--- config.mk ---
export PLATFORM = sky130hd
export DESIGN_NAME = spai_top
export DESIGN_NICKNAME = d
export VERILOG_FILES = /design/src/rtl/spai_top.v
export VERILOG_INCLUDE_DIRS = /design/src /design/src/rtl
export SDC_FILE = /design/constraint.sdc
export NUM_CORES = 1
export LEC_CHECK = 0
export BUFFER_PORTS_ARGS = -buffer_cell sky130_fd_sc_hd__buf_2
export CAP_MARGIN = 30
export CORE_UTILIZATION = 25
export DETAILED_ROUTE_END_ITERATION = 10
export GPL_TIMING_DRIVEN = 0
export PLACE_DENSITY_LB_ADDON = 0.08
export SYNTH_ARGS = -nofsm -noshare
export SYNTH_HDL_FRONTEND = slang
export SYNTH_SLANG_ARGS = --single-unit
--- constraint.sdc ---
create_clock -name clk -period 3.12 [get_ports clk]
set_input_delay 0.312 -clock clk [delete_from_list [all_inputs] [get_ports clk]]
set_output_delay 0.312 -clock clk [all_outputs]
set_load 0.05 [all_outputs]
--- src/rtl/spai_consts.vh ---
// Register offsets, field positions and codes for the serial-port auxiliary interrupt logic
`ifndef SPAI_CONSTS_VH
`define SPAI_CONSTS_VH
// Register addresses
`define SPAI_ADDR_CTRL      8'h9A
`define SPAI_ADDR_DATA      8'h9B
`define SPAI_ADDR_POLL      8'hA4
`define SPAI_ADDR_PEND      8'hA5
`define SPAI_ADDR_MASK      8'hA6
`define SPAI_ADDR_CIE       8'hA8
`define SPAI_ADDR_SECOND_TIMER_IRQ_REGISTER    8'hF9
`define SPAI_ADDR_MILLISECOND_TIMER_IRQ_REGISTER     8'hFA
`define SPAI_ADDR_SUMLO     8'hE2
`define SPAI_ADDR_ADCLO     8'hD9
`define SPAI_ADDR_EXTCTL    8'hD8
// Control field positions
`define SPAI_B_STOP         3
`define SPAI_B_START        2
`define SPAI_B_DCS          1
`define SPAI_B_CSEL         0
`define SPAI_B_ORDER        3
`define SPAI_B_CLOCK_PHASE_SELECT         2
`define SPAI_B_SSEN         1
`define SPAI_B_CLOCK_IDLE_LEVEL         0
`define SPAI_B_AUXEN        4
`define SPAI_B_GEN          7
// Auxiliary source bit positions
`define SPAI_S_SEC          7
`define SPAI_S_SUM          6
`define SPAI_S_ADC          5
`define SPAI_S_MSEC         4
`define SPAI_S_TWI          3
`define SPAI_S_CNT          2
`define SPAI_S_ALV          1
// Pending index codes
`define SPAI_P_NONE         4'h0
`define SPAI_P_ALV          4'h2
`define SPAI_P_TWI          4'h3
`define SPAI_P_CNT          4'h4
`define SPAI_P_MSEC         4'h5
`define SPAI_P_ADC          4'h6
`define SPAI_P_SUM          4'h7
`define SPAI_P_SEC          4'h8
// Bit counts, reset value and writable-bit masks
`define SPAI_CNT_FULL       4'h8
`define SPAI_CNT_ONE        4'h1
`define SPAI_RST_BYTE       8'h00
`define SPAI_MASK_VALID     8'hFE
`define SPAI_CIE_VALID      8'h9F
`endif

--- src/rtl/spai_top.v ---
// Serial-port control and auxiliary interrupt logic of the core
// Notes on behaviour
// - Bit count reported in gray-like 4-bit code
// - Bit order bit picks MSB or LSB first
// - Phase bit clear presents data half period early
// - Slave select gates data output drive
// - Polarity bit sets serial clock idle level
// - Stop sets stop flag; data write clears
// - Start sets start flag; data write clears
// - Stretch unless disabled; start clears disable
// - Count interrupt at eight or one bits
// - Separate transmit and receive buffers, one address
// - SPI read clears rx, write clears tx
// - Poll register shows raw source states
// - Pending index names highest priority source
// - Index code one never produced
// - Mask bits 7 to 1 writable; mask offset reads back masked status
// - Status flag is active and unmasked
// - Timer and summation flags clear on reads
// - ADC flag clears on read, blocks results
// - Start/stop clears on write; count on access
// - Low-voltage flag follows the detector
// - Global enable gates standard interrupts only
// - Each standard interrupt needs its enable
// - Auxiliary interrupt needs extended enable bit
// - Serial interrupt from receive or transmit flag
`include "spai_consts.vh"
module spai_top
(
   input  wire       clk,               // System clock
   input  wire       rst,               // Synchronous reset, active high
   input  wire [7:0] sfr_addr,          // Special-function register address
   input  wire       sfr_wr,            // Write strobe
   input  wire       sfr_rd,            // Read strobe
   input  wire [7:0] sfr_wdata,         // Write data
   output reg  [7:0] sfr_rdata,         // Read data, registered
   input  wire       spi_mode,          // 1 when the port runs SPI, 0 two-wire
   input  wire       bit_tick,          // One-cycle pulse per bit shifted
   input  wire       frame_start,       // One-cycle pulse, new byte begins
   input  wire       ser_in_bit,        // Received bit, same clock domain
   input  wire       sclk_active,       // Serial clock level before idle mapping
   input  wire       sclk_edge,         // Serial clock first-edge pulse
   input  wire       twi_start_det,     // Start or repeated start seen
   input  wire       twi_stop_det,      // Stop condition seen
   input  wire       spi_rx_done,       // SPI byte received pulse
   input  wire       spi_tx_done,       // SPI byte sent pulse
   input  wire       slave_sel_pin,     // Slave-select pin, asynchronous
   input  wire       sec_evt,           // Second timer event pulse
   input  wire       msec_evt,          // Millisecond timer event pulse
   input  wire       sum_evt,           // Accumulator event pulse
   input  wire       adc_evt,           // Conversion done pulse
   input  wire       low_voltage_status,// Detector reports supply low
   input  wire       serial0_receive_flag,
   input  wire       serial0_transmit_flag,
   input  wire       timer1_overflow_flag,
   input  wire       timer0_overflow_flag,
   input  wire       ext_pin1_req,      // External pin 1 request
   input  wire       ext_pin0_req,      // External pin 0 request
   output reg        ser_out_bit,       // Serial data output value
   output wire       ser_out_oe_n,      // Data output enable, low drives
   output wire       sclk_out,          // Serial clock after polarity
   output wire       stretch_en,        // Two-wire clock stretch enable
   output wire       ss_as_gpio,        // Slave-select pin left as general I/O
   output wire       adc_result_block,  // Blocks new results while flag set
   output wire       spi_rx_irq,        // SPI receive interrupt
   output wire       spi_tx_irq,        // SPI transmit interrupt
   output wire [4:0] core_irq_req,      // Gated standard interrupts
   output wire       aux_irq_req        // Auxiliary interrupt to core
);
   // Control registers
   reg  [3:0] cnt_r;                    // Binary bit count
   reg        order_r;                  // Bit order
   reg        clock_phase_select_r;                   // Clock phase
   reg        ssen_r;                   // Slave select enable
   reg        clock_idle_level_r;                   // Clock idle level
   reg        stop_r;                   // Stop status
   reg        start_r;                  // Start status
   reg        dcs_r;                    // Stretch disable
   reg        csel_r;                   // Count interrupt select
   reg  [7:0] tx_buf_r;                 // Transmit buffer
   reg  [7:0] rx_buf_r;                 // Receive buffer
   reg  [7:0] tx_sh_r;                  // Transmit shifter
   reg  [7:0] rx_sh_r;                  // Receive shifter
   reg        rxi_r;                    // SPI receive interrupt flag
   reg        txi_r;                    // SPI transmit interrupt flag
   reg  [7:0] raw_r;                    // Raw auxiliary sources
   reg  [7:0] mask_r;                   // Auxiliary mask
   reg  [7:0] cie_r;                    // Core interrupt enable
   reg        auxen_r;                  // Extended auxiliary enable
   reg  [3:0] pend_r;                   // Pending index
   reg        ss_s1_r;                  // Slave-select synchroniser stage 1
   reg        ss_s2_r;                  // Slave-select synchroniser stage 2
   wire [7:0] stat_w;                   // Masked status
   wire       wr_data;                  // Data register write
   wire       rd_data;                  // Data register read
   reg  [3:0] pend_nxt;                 // Next pending index
   reg  [7:0] rdata_nxt;                // Next read data

   // Bit count to reported code
   function [3:0] cnt_code;
      input [3:0] c;
      begin
         case (c)
            4'h0:    cnt_code = 4'h0;
            4'h1:    cnt_code = 4'h1;
            4'h2:    cnt_code = 4'h3;
            4'h3:    cnt_code = 4'h2;
            4'h4:    cnt_code = 4'h6;
            4'h5:    cnt_code = 4'h7;
            4'h6:    cnt_code = 4'h5;
            4'h7:    cnt_code = 4'h4;
            default: cnt_code = 4'hC;
         endcase
      end
   endfunction

   assign wr_data = sfr_wr && (sfr_addr == `SPAI_ADDR_DATA);
   assign rd_data = sfr_rd && (sfr_addr == `SPAI_ADDR_DATA);

   // Slave-select synchroniser
   always @(posedge clk)
   begin
      if (rst)
      begin
         ss_s1_r <= 1'b1;
         ss_s2_r <= 1'b1;
      end
      else
      begin
         ss_s1_r <= slave_sel_pin;
         ss_s2_r <= ss_s1_r;
      end
   end

   // Pin-facing outputs
   assign ser_out_oe_n = ssen_r & ss_s2_r;
   assign ss_as_gpio   = ~ssen_r;
   assign sclk_out     = sclk_active ^ clock_idle_level_r;
   assign stretch_en   = ~dcs_r;
   assign spi_rx_irq   = rxi_r;
   assign spi_tx_irq   = txi_r;

   // Shift datapath, bit counter and buffers
   always @(posedge clk)
   begin
      if (rst)
      begin
         cnt_r       <= 4'h0;
         tx_sh_r     <= `SPAI_RST_BYTE;
         rx_sh_r     <= `SPAI_RST_BYTE;
         rx_buf_r    <= `SPAI_RST_BYTE;
         ser_out_bit <= 1'b0;
      end
      else if (frame_start)
      begin
         // New byte: load shifter; present first bit when phase bit is clear
         cnt_r   <= 4'h0;
         tx_sh_r <= tx_buf_r;
         if (!clock_phase_select_r)
            // Data valid half a period before first edge
            ser_out_bit <= order_r ? tx_buf_r[0] : tx_buf_r[7];
      end
      else
      begin
         if (clock_phase_select_r && sclk_edge && cnt_r == 4'h0)
            // Data valid from the first edge
            ser_out_bit <= order_r ? tx_sh_r[0] : tx_sh_r[7];
         if (bit_tick && cnt_r != `SPAI_CNT_FULL)
         begin
            cnt_r <= cnt_r + 4'h1;
            // Shift out and in in chosen order
            if (order_r)
            begin
               tx_sh_r     <= {1'b0, tx_sh_r[7:1]};
               rx_sh_r     <= {ser_in_bit, rx_sh_r[7:1]};
               ser_out_bit <= tx_sh_r[1];
            end
            else
            begin
               tx_sh_r     <= {tx_sh_r[6:0], 1'b0};
               rx_sh_r     <= {rx_sh_r[6:0], ser_in_bit};
               ser_out_bit <= tx_sh_r[6];
            end
            if (cnt_r == `SPAI_CNT_FULL - 4'h1)
               // Byte complete: move to receive buffer
               rx_buf_r <= order_r ? {ser_in_bit, rx_sh_r[7:1]}
                                   : {rx_sh_r[6:0], ser_in_bit};
         end
      end
   end

   // Control, buffers and interrupt flags
   always @(posedge clk)
   begin
      if (rst)
      begin
         order_r  <= 1'b0;
         clock_phase_select_r   <= 1'b0;
         ssen_r   <= 1'b0;
         clock_idle_level_r   <= 1'b0;
         stop_r   <= 1'b0;
         start_r  <= 1'b0;
         dcs_r    <= 1'b0;
         csel_r   <= 1'b0;
         tx_buf_r <= `SPAI_RST_BYTE;
         rxi_r    <= 1'b0;
         txi_r    <= 1'b0;
         mask_r   <= `SPAI_RST_BYTE;
         cie_r    <= `SPAI_RST_BYTE;
         auxen_r  <= 1'b0;
      end
      else
      begin
         // Control register write; two-wire and SPI views share bits
         if (sfr_wr && sfr_addr == `SPAI_ADDR_CTRL)
         begin
            if (spi_mode)
            begin
               order_r <= sfr_wdata[`SPAI_B_ORDER];
               clock_phase_select_r  <= sfr_wdata[`SPAI_B_CLOCK_PHASE_SELECT];
               ssen_r  <= sfr_wdata[`SPAI_B_SSEN];
               clock_idle_level_r  <= sfr_wdata[`SPAI_B_CLOCK_IDLE_LEVEL];
            end
            else
            begin
               dcs_r  <= sfr_wdata[`SPAI_B_DCS];
               csel_r <= sfr_wdata[`SPAI_B_CSEL];
            end
         end
         // Start condition clears stretch disable, wins over write
         if (twi_start_det)
            dcs_r <= 1'b0;
         if (wr_data)
            tx_buf_r <= sfr_wdata;
         // Start/stop status: set wins over data-write clear
         if (twi_stop_det)
            stop_r <= 1'b1;
         else if (wr_data)
            stop_r <= 1'b0;
         if (twi_start_det)
            start_r <= 1'b1;
         else if (wr_data)
            start_r <= 1'b0;
         // SPI receive and transmit flags
         if (spi_rx_done)
            rxi_r <= 1'b1;
         else if (spi_mode && rd_data)
            rxi_r <= 1'b0;
         if (spi_tx_done)
            txi_r <= 1'b1;
         else if (spi_mode && wr_data)
            txi_r <= 1'b0;
         if (sfr_wr && sfr_addr == `SPAI_ADDR_MASK)
            mask_r <= sfr_wdata & `SPAI_MASK_VALID;
         if (sfr_wr && sfr_addr == `SPAI_ADDR_CIE)
            cie_r <= sfr_wdata & `SPAI_CIE_VALID;
         if (sfr_wr && sfr_addr == `SPAI_ADDR_EXTCTL)
            auxen_r <= sfr_wdata[`SPAI_B_AUXEN];
      end
   end

   // Raw auxiliary sources; each set wins over its clear
   always @(posedge clk)
   begin
      if (rst)
         raw_r <= `SPAI_RST_BYTE;
      else
      begin
         if (sec_evt)
            raw_r[`SPAI_S_SEC] <= 1'b1;
         else if (sfr_rd && sfr_addr == `SPAI_ADDR_SECOND_TIMER_IRQ_REGISTER)
            raw_r[`SPAI_S_SEC] <= 1'b0;
         if (msec_evt)
            raw_r[`SPAI_S_MSEC] <= 1'b1;
         else if (sfr_rd && sfr_addr == `SPAI_ADDR_MILLISECOND_TIMER_IRQ_REGISTER)
            raw_r[`SPAI_S_MSEC] <= 1'b0;
         if (sum_evt)
            raw_r[`SPAI_S_SUM] <= 1'b1;
         else if (sfr_rd && sfr_addr == `SPAI_ADDR_SUMLO)
            raw_r[`SPAI_S_SUM] <= 1'b0;
         if (adc_evt)
            raw_r[`SPAI_S_ADC] <= 1'b1;
         else if (sfr_rd && sfr_addr == `SPAI_ADDR_ADCLO)
            raw_r[`SPAI_S_ADC] <= 1'b0;
         if (twi_start_det || twi_stop_det)
            raw_r[`SPAI_S_TWI] <= 1'b1;
         else if (wr_data)
            raw_r[`SPAI_S_TWI] <= 1'b0;
         // Count interrupt at eight bits or at one bit
         if (bit_tick && !frame_start &&
             (cnt_r + 4'h1) == (csel_r ? `SPAI_CNT_ONE : `SPAI_CNT_FULL))
            raw_r[`SPAI_S_CNT] <= 1'b1;
         else if (wr_data || rd_data)
            raw_r[`SPAI_S_CNT] <= 1'b0;
         // Low-voltage flag follows detector, cleared by hardware
         raw_r[`SPAI_S_ALV] <= low_voltage_status;
         raw_r[0] <= 1'b0;
      end
   end

   assign stat_w           = raw_r & mask_r;
   assign adc_result_block = raw_r[`SPAI_S_ADC];
   assign aux_irq_req      = auxen_r & (pend_r != `SPAI_P_NONE);

   // Standard interrupt gating
   assign core_irq_req[4] = cie_r[`SPAI_B_GEN] & cie_r[4] &
                            (serial0_receive_flag | serial0_transmit_flag);
   assign core_irq_req[3] = cie_r[`SPAI_B_GEN] & cie_r[3] & timer1_overflow_flag;
   assign core_irq_req[2] = cie_r[`SPAI_B_GEN] & cie_r[2] & ext_pin1_req;
   assign core_irq_req[1] = cie_r[`SPAI_B_GEN] & cie_r[1] & timer0_overflow_flag;
   assign core_irq_req[0] = cie_r[`SPAI_B_GEN] & cie_r[0] & ext_pin0_req;

   // Priority encoder: lowest code among active sources
   always @*
   begin
      pend_nxt = `SPAI_P_NONE;
      if (stat_w[`SPAI_S_ALV])
         pend_nxt = `SPAI_P_ALV;
      else if (stat_w[`SPAI_S_TWI])
         pend_nxt = `SPAI_P_TWI;
      else if (stat_w[`SPAI_S_CNT])
         pend_nxt = `SPAI_P_CNT;
      else if (stat_w[`SPAI_S_MSEC])
         pend_nxt = `SPAI_P_MSEC;
      else if (stat_w[`SPAI_S_ADC])
         pend_nxt = `SPAI_P_ADC;
      else if (stat_w[`SPAI_S_SUM])
         pend_nxt = `SPAI_P_SUM;
      else if (stat_w[`SPAI_S_SEC])
         pend_nxt = `SPAI_P_SEC;
   end

   // Pending index register
   always @(posedge clk)
   begin
      if (rst)
         pend_r <= `SPAI_P_NONE;
      else
         pend_r <= pend_nxt;
   end

   // Read multiplexer; mask offset reads back status
   always @*
   begin
      rdata_nxt = `SPAI_RST_BYTE;
      case (sfr_addr)
         `SPAI_ADDR_CTRL:
            rdata_nxt = spi_mode ? {cnt_code(cnt_r), order_r, clock_phase_select_r, ssen_r, clock_idle_level_r}
                                 : {cnt_code(cnt_r), stop_r, start_r, dcs_r, csel_r};
         `SPAI_ADDR_DATA:   rdata_nxt = rx_buf_r;
         `SPAI_ADDR_POLL:   rdata_nxt = raw_r;
         `SPAI_ADDR_PEND:   rdata_nxt = {4'h0, pend_r};
         `SPAI_ADDR_MASK:   rdata_nxt = stat_w;
         `SPAI_ADDR_CIE:    rdata_nxt = cie_r;
         `SPAI_ADDR_EXTCTL: rdata_nxt = {3'b000, auxen_r, 4'h0};
         default:           rdata_nxt = `SPAI_RST_BYTE;
      endcase
   end

   // Registered read data
   always @(posedge clk)
   begin
      if (rst)
         sfr_rdata <= `SPAI_RST_BYTE;
      else if (sfr_rd)
         sfr_rdata <= rdata_nxt;
   end
endmodule // spai_top

==> results of run 1 <==
-- stage by stage --
stage | utilization (%) | std cells | hold WS, ns
3_5_place_dp | 29.2 | 719 | 0.394
6_report | 31.4 | 734 | 0.151
5_1_grt | 31.4 | 734 | 0.142
4_1_cts | 31.4 | 734 | 0.134
2_1_floorplan | - | 442 | 0.389
3_3_place_gp | 29.2 | 719 | 0.391
-- layout make-up --
class / instances / area, um2 / area share (%)
Buffer: 28 / 168 / 3.37
Sequential cell: 85 / 1700 / 34.2
Tap cell: 216 / 270 / 5.43
Inverter: 8 / 30.0 / 0.604
Multi-Input combinational cell: 321 / 2150 / 43.2
Clock buffer: 11 / 253 / 5.08
Clock inverter: 4 / 95.1 / 1.91
Timing Repair Buffer: 61 / 305 / 6.14
-- cells by family (layout without fill, tap and decap cells) --
logic type               after synthesis  after routing  synth area share [%]
AO/OA/AOI/OAI                        100            100                  17.8
multiplexers                          38             38                  9.79
buffers and inverters                 36            112                  4.88
AND/OR/NAND/NOR                      174            174                  23.4
flip-flops                            85             85                  42.0
XOR/XNOR                               7              7                  1.51
adder cells (fa/ha/maj)                2              2                 0.618
-- registers in the layout, summed over array words and instances, names as in the netlist, 4 cells and up, named ones only --
name       cells
cie_r          6
cnt_r          4
mask_r         7
pend_r         4
raw_r          7
rx_buf_r       8
rx_sh_r        8
sfr_rdata      8
tx_buf_r       8
tx_sh_r        8
-- where the power goes --
| group | total, mW | switching [mW] | internal, mW |
|---|---|---|---|
| clock network | 1.26 | 0.437 | 0.820 |
| logic | 0.187 | 0.124 | 0.0629 |
| registers | 1.12 | 0.0165 | 1.11 |
-- layer usage --
layer	up-vias	part of all wire [%]
met5	-	0
met4	0	2.1
met3	17	4.1
met2	80	45
met1	1644	49
li1	1755	-
-- how the worst max path moves through the flow --
stage | from | end | cells after the start
detailed placement | cnt_r[0] | rx_buf_r[4] | 8
CTS | cnt_r[0] | rx_buf_r[4] | 8
finish | cnt_r[0] | rx_buf_r[4] | 8
global route | cnt_r[0] | rx_sh_r[5] | 8
global placement | cnt_r[0] | rx_buf_r[3] | 8
floorplan | cnt_r[0] | ser_out_bit | 7
-- layout by cell type (no fill, tap or decap), drive strengths merged, types with 6 or more instances in the layout --
cell / instances
dfxtp: 85
buf: 73
nor2: 59
nand2: 38
mux2i: 34
a21oi: 27
clkbuf: 27
a211oi: 20
nand3: 19
o21ai: 13
and3: 11
inv: 8
a21o: 7
nor3: 7
nor2b: 6
a32oi: 6
nand3b: 6
==> qor.yml, run 1 <==
sta:
  tns_ns: 0
  finalSetupViolCount: 0
  max_freq_mhz: 495
  rsz0062_at_grt: "no"
  worst_slack_ns: 1.10
  fin_crit_ns: 2.02
  worst_pin_slew_ns: 0.669
  final_hold_viol_count: 0
  fin_crit_sh_pct: 64.7
  slew_headroom_pct: 55.4
  slew_violations: 0
  skew_ns: 0.00891
floorplanning:
  die_h_um: 129
  die_x_um: 129
  rows: 46
  start_util_pct: 25.6
  pin_count: 64
  dieArea_mm2: 0.0167
  core_region_area_mm2: 0.0158
worst_setup_path:
  worstReg2RegEnd: "rx_buf_r[4]"
  reg2reg_from: "cnt_r[0]"
  crit_chain: "inv_1 > ha_1 > nand3b_4 > nand2_4 > nor4_4 > buf_6 > nor2_1 > a211oi_2"
  critPathArrivalTime_ns: 2.28
  start_kind: "flip-flop"
  max_stage_delay_ns: 0.53
  critPathCaptureType: "flip-flop"
  worst-path-max-fanout: 10
  worstSetupPathType: "flip-flop to flip-flop"
  cp.required_ns: 3.38
  r2r_cells: 8
  regToRegSetupSlack_ns: 1.10
  worst-path-buf-inv: 2
  cp_slowest_cell: "nor4_4"
  cp_top_family: "simple AND/OR/NAND/NOR gates"
placed_design:
  place_congestion: 0.798
  dp_slack_ns: 1.14
  port_buffers: 61
  placed_area_mm2: 0.00463
  dp_hpwl_mm: 9.96
route:
  drt_iter0_drc: 181
  firstDrtPassIters: 7
  wirelength_mm: 12.9
  viasPerCell: 4.76
  drc_errors: 0
  via_count: 3496
  wl_per_cell_um: 17.6
  detail-route-antenna-nets: 0
clock_tree:
  clkSlewWorstSetupHoldPaths_ns: 0.06
  clk_path_buf_depth: 2
  cts_tree: "done"
  root_buffer: "clkbuf_16"
  holdBufCountCts: 0
  cts_resized: 0
  post_cts_buffers: 0
  cts.htree.levels: 3
  clkSinkCount: 85
  numCtsBuffers: 9
  clkLatencyLatePin_ns: 0.34
yosys:
  synth_most_common_cell: "dfxtp_1"
  ys_seq_area_share_pct: 42.0
  synth.top_cell.area_share_pct: 42.0
  synthTopCellsByCount: "85 x dfxtp_1, 58 x nor2_1, 37 x nand2_1"
  synth_edf_count: 0
  postSynth.asyncResetShare_pct: 0
  ys.flop_type: "dfxtp_1"
  netlist_area_mm2: 0.00405
  yosysTopAreaCell: "dfxtp_1"
  synth_cells: 442
  ys_warn_count: 0
  ys_ff_latch: 85
  synth.area.top_cells: "dfxtp_1 42%, mux2i_1 8.4%, nor2_1 5.4%"
  ys_types: 70
  postSynthAreaPerCell_um2: 9.16
  synth_fp_nets: 486
power:
  p_per_area_mw_per_mm2: 516
  ir_drop_mv: 0.242
  totalPowerFinal_mw: 2.57
  leakage_nw: 1.90
global_routing:
  grt_overflow_total: 0
  grt_pass1_vias: 3502
  top_usage_layer: "met2"
  grt_use_total_pct: 16.5
  grt_pass1_wl_mm: 20.2
  grt_use_met3_pct: 3.39
  grt_util_met1_pct: 22.1
  grt_max_degree: 14
  antenna_found_initial: 0
  met2_usage_pct: 25.9
final_layout:
  drive_gt1_share_pct: 22.6
  synthToLayoutAreaGrowth_pct: 22.8
  fin_area_mm2: 0.00497
  fin_nets: 558
  fillers: 1732
  diodes: 0
hold_path:
  min_path_type: "input port to flip-flop"
  min_from: "slave_sel_pin"
  whs_endpoint: "ss_s1_r"
  hold_depth: 2
run_status:
  status: "complete, no violations"
flow_run:
  max-cap-violations: 0
Note: power is estimated with default switching activity, not from simulation.
==> inputs of run 2 (changes only) <==
- ABC_AREA: default -> 1
- clock period: 3.12 -> 1.8 ns (I/O delays scaled with it)
==> qor.yml, run 2 <==
floorplanning:
  die_h_um: 128  # was 129 um
  pin_count: 64  # unchanged
  dieArea_mm2: 0.0164  # was 0.0167 mm2
  core_region_area_mm2: 0.0154  # was 0.0158 mm2
  start_util_pct: 25.8  # was 25.6%
  die_x_um: 128  # was 129 um
  rows: 45  # was 46
yosys:
  synthMuxAreaShare_pct: 0  # was 9.79%
  synth_top_family_by_area: "simple AND/OR/NAND/NOR gates"  # unchanged
  synth_simple_gate_area_share_pct: 26.5  # was 23.4%
  yosysTopAreaCell: "dfxtp_1"  # unchanged
  ys_types: 34  # was 70
  synth_fp_nets: 611  # was 486
  postSynth.asyncResetShare_pct: 0  # unchanged
  postSynthAreaPerCell_um2: 7.01  # was 9.16 um2
  synth_cells: 567  # was 442
  synth-xor-area-share_pct: 1.10  # was 1.51%
  ys_ff_latch: 85  # unchanged
  synth.top_cell.area_share_pct: 42.8  # was 42.0%
  synth_most_common_cell: "nand2_1"  # was dfxtp_1
  synth_compound_area_share_pct: 19.9  # was 17.8%
  ys.flop_type: "dfxtp_1"  # unchanged
  ys_seq_area_share_pct: 42.8  # was 42.0%
  synthTopCellsByCount: "108 x nand2_1, 85 x dfxtp_1, 73 x a21oi_1"  # was 85 x dfxtp_1, 58 x nor2_1, 37 x nand2_1
  synth_edf_count: 0  # unchanged
  synthAdderAreaFrac_pct: 0.630  # was 0.618%
  synth.area.top_cells: "dfxtp_1 43%, nand2_1 10%, a21oi_1 9.2%"  # was dfxtp_1 42%, mux2i_1 8.4%, nor2_1 5.4%
  ys_warn_count: 0  # unchanged
  netlist_area_mm2: 0.00397  # was 0.00405 mm2
power:
  intPower_mw: 3.28  # was 1.99 mW
  p_per_area_mw_per_mm2: 880  # was 516 mW/mm2
  ir_drop_mv: 0.422  # was 0.242 mV
  power.share.clock_pct: 46.7  # was 49.0%
  p_seq_share_pct: 45.1  # was 43.7%
  swShare_pct: 24.1  # was 22.5%
  totalPowerFinal_mw: 4.32  # was 2.57 mW
  leakage_nw: 2.00  # was 1.90 nW
  combPwrFrac_pct: 8.2  # was 7.3%
  p_switching_mw: 1.04  # was 0.578 mW
clock_tree:
  clkSinkCount: 85  # unchanged
  cts_tree: "done"  # unchanged
  cts.htree.levels: 3  # unchanged
  holdBufCountCts: 0  # unchanged
  clk_path_buf_depth: 2  # unchanged
  numCtsBuffers: 9  # unchanged
  clkSlewWorstSetupHoldPaths_ns: 0.06  # about the same
  clkLatencyLatePin_ns: 0.35  # was 0.34 ns
  root_buffer: "clkbuf_16"  # unchanged
placed_design:
  port_buffers: 61  # unchanged
  place_congestion: 0.790  # was 0.798
  dp_hpwl_mm: 10.1  # was 9.96 mm
final_layout:
  fin_nets: 686  # was 558
  mostFrequentLayoutCells: "108 x nand2_1, 84 x dfxtp_1, 73 x a21oi_1"  # was 85 x dfxtp_1, 65 x buf_2, 58 x nor2_1
  synthToLayoutAreaGrowth_pct: 23.4  # was 22.8%
  diodes: 0  # unchanged
  drive_gt1_share_pct: 18.1  # was 22.6%
  fillers: 1708  # was 1,732
  layout_commonest_cell: "nand2_1"  # was dfxtp_1
  final_core_util_pct: 31.9  # was 31.4%
hold_path:
  min_path_type: "input port to flip-flop"  # unchanged
worst_setup_path:
  critPathCaptureType: "flip-flop"  # unchanged
  start_kind: "flip-flop"  # unchanged
  critPathArrivalTime_ns: 1.89  # was 2.28 ns
  worst-path-max-fanout: 7  # was 10
  cp.required_ns: 2.05  # was 3.38 ns
  worstSetupPathType: "flip-flop to flip-flop"  # unchanged
route:
  detail-route-antenna-nets: 0  # unchanged
  wl_per_cell_um: 15.0  # was 17.6 um
  viasPerCell: 4.46  # was 4.76
  wirelength_mm: 12.8  # was 12.9 mm
  via_count: 3824  # was 3,496
  firstDrtPassIters: 4  # was 7
  drt_iter0_drc: 178  # was 181
  drc_errors: 0  # unchanged
sta:
  tns_ns: 0  # unchanged
  rsz0062_at_grt: "no"  # unchanged
  max_freq_mhz: 607  # was 495 MHz
  slew_headroom_pct: 57.3  # was 55.4%
  fin_crit_sh_pct: 91.5  # was 64.7%
  finalSetupViolCount: 0  # unchanged
  fin_crit_ns: 1.65  # was 2.02 ns
  final_hold_viol_count: 0  # unchanged
  slew_violations: 0  # unchanged
  worst_pin_slew_ns: 0.640  # was 0.669 ns
  skew_ns: 0.00549  # was 0.00891 ns
global_routing:
  grt_overflow_total: 0  # unchanged
  grt_max_degree: 14  # unchanged
  grt_pass1_wl_mm: 20.6  # was 20.2 mm
  grt_pass1_vias: 3856  # was 3,502
  grt_use_total_pct: 16.8  # was 16.5%
  antenna_found_initial: 0  # unchanged
run_status:
  status: "complete, no violations"  # unchanged
flow_run:
  max-cap-violations: 0  # unchanged
run 2: changes by cell type after synthesis, sizes merged, moves of 7 or more:
cell and delta:
o21ai +56, a21o -7, a21oi +46, inv +60
a211oi -19, mux2i -34, nand2 +76, nand3 +24
clkbuf -8, and3 -11
run 2: critical path, stage by stage, from the launching register on:
cell and delay, ns:
dfxtp_2 0.34, inv_1 0.08, ha_2 0.20, nand3_2 0.10, nand2_4 0.11, nor2_8 0.14
nand4_1 0.17, buf_6 0.19, o21ai_1 0.15, nor2_1 0.05
run 2: cell families after synthesis:
kind of cell,count (synthesis)
simple gates,232
compound gates,154
buf+inv,89
flops,85
xor+xnor,5
fa+ha+maj,2
run 2: what timing repair did:
action                                  4_1_cts  5_1_grt
endpoints found under the setup margin        0       12
buffers inserted                              0        2
resized for setup                             0        9
run 2: layout make-up:
cell class / instances / area [um2] / share of cell area, %
Sequential cell: 85 / 1700 / 34.7
Multi-Input combinational cell: 393 / 1930 / 39.3
Inverter: 69 / 262 / 5.33
Buffer: 20 / 105 / 2.14
Clock buffer: 11 / 243 / 4.95
Timing Repair Buffer: 64 / 325 / 6.63
Clock inverter: 4 / 72.6 / 1.48
Tap cell: 211 / 264 / 5.38
run 2: power by group through the flow:
stage	combinational, mW	sequential, mW	clock [mW]
after floorplan	0.187	2.00	0
after global placement	0.346	1.99	0
after detailed placement	0.348	1.99	0
after CTS	0.349	1.95	2.08
after global routing	0.395	1.95	2.14
final	0.354	1.95	2.02
run 2: metal layers:
metal / up-vias / track usage, % / routed length, um
li1: 2010 / - / -
met5: - / 0 / 0
met4: 0 / 5.54 / 135
met1: 1735 / 20.8 / 5960
met2: 71 / 28.7 / 6130
met3: 8 / 3.71 / 584
run 2: through the flow:
stage               setup slack, ns  hold slack (ns)  std cells  area [um2]
floorplan                     0.142            0.284        567        3970
global placement             0.0840            0.364        839        4540
detailed placement           0.0873            0.367        839        4540
CTS                          0.0745          0.00260        854        4860
global route                 0.0103           0.0264        857        4900
finish                        0.154           0.0131        857        4900
run 2: path summary, 6_finish.rpt:
path / cells past startpoint / start / endpoint / slack, ns
worst max register to register: 9 / cnt_r[0] / rx_buf_r[2] / 0.15
worst max-delay path: 9 / cnt_r[0] / rx_buf_r[2] / 0.15
worst min register to register: 1 / ss_s1_r / ss_s2_r / 0.41
worst min-delay path: 2 / slave_sel_pin / ss_s1_r / 0.01
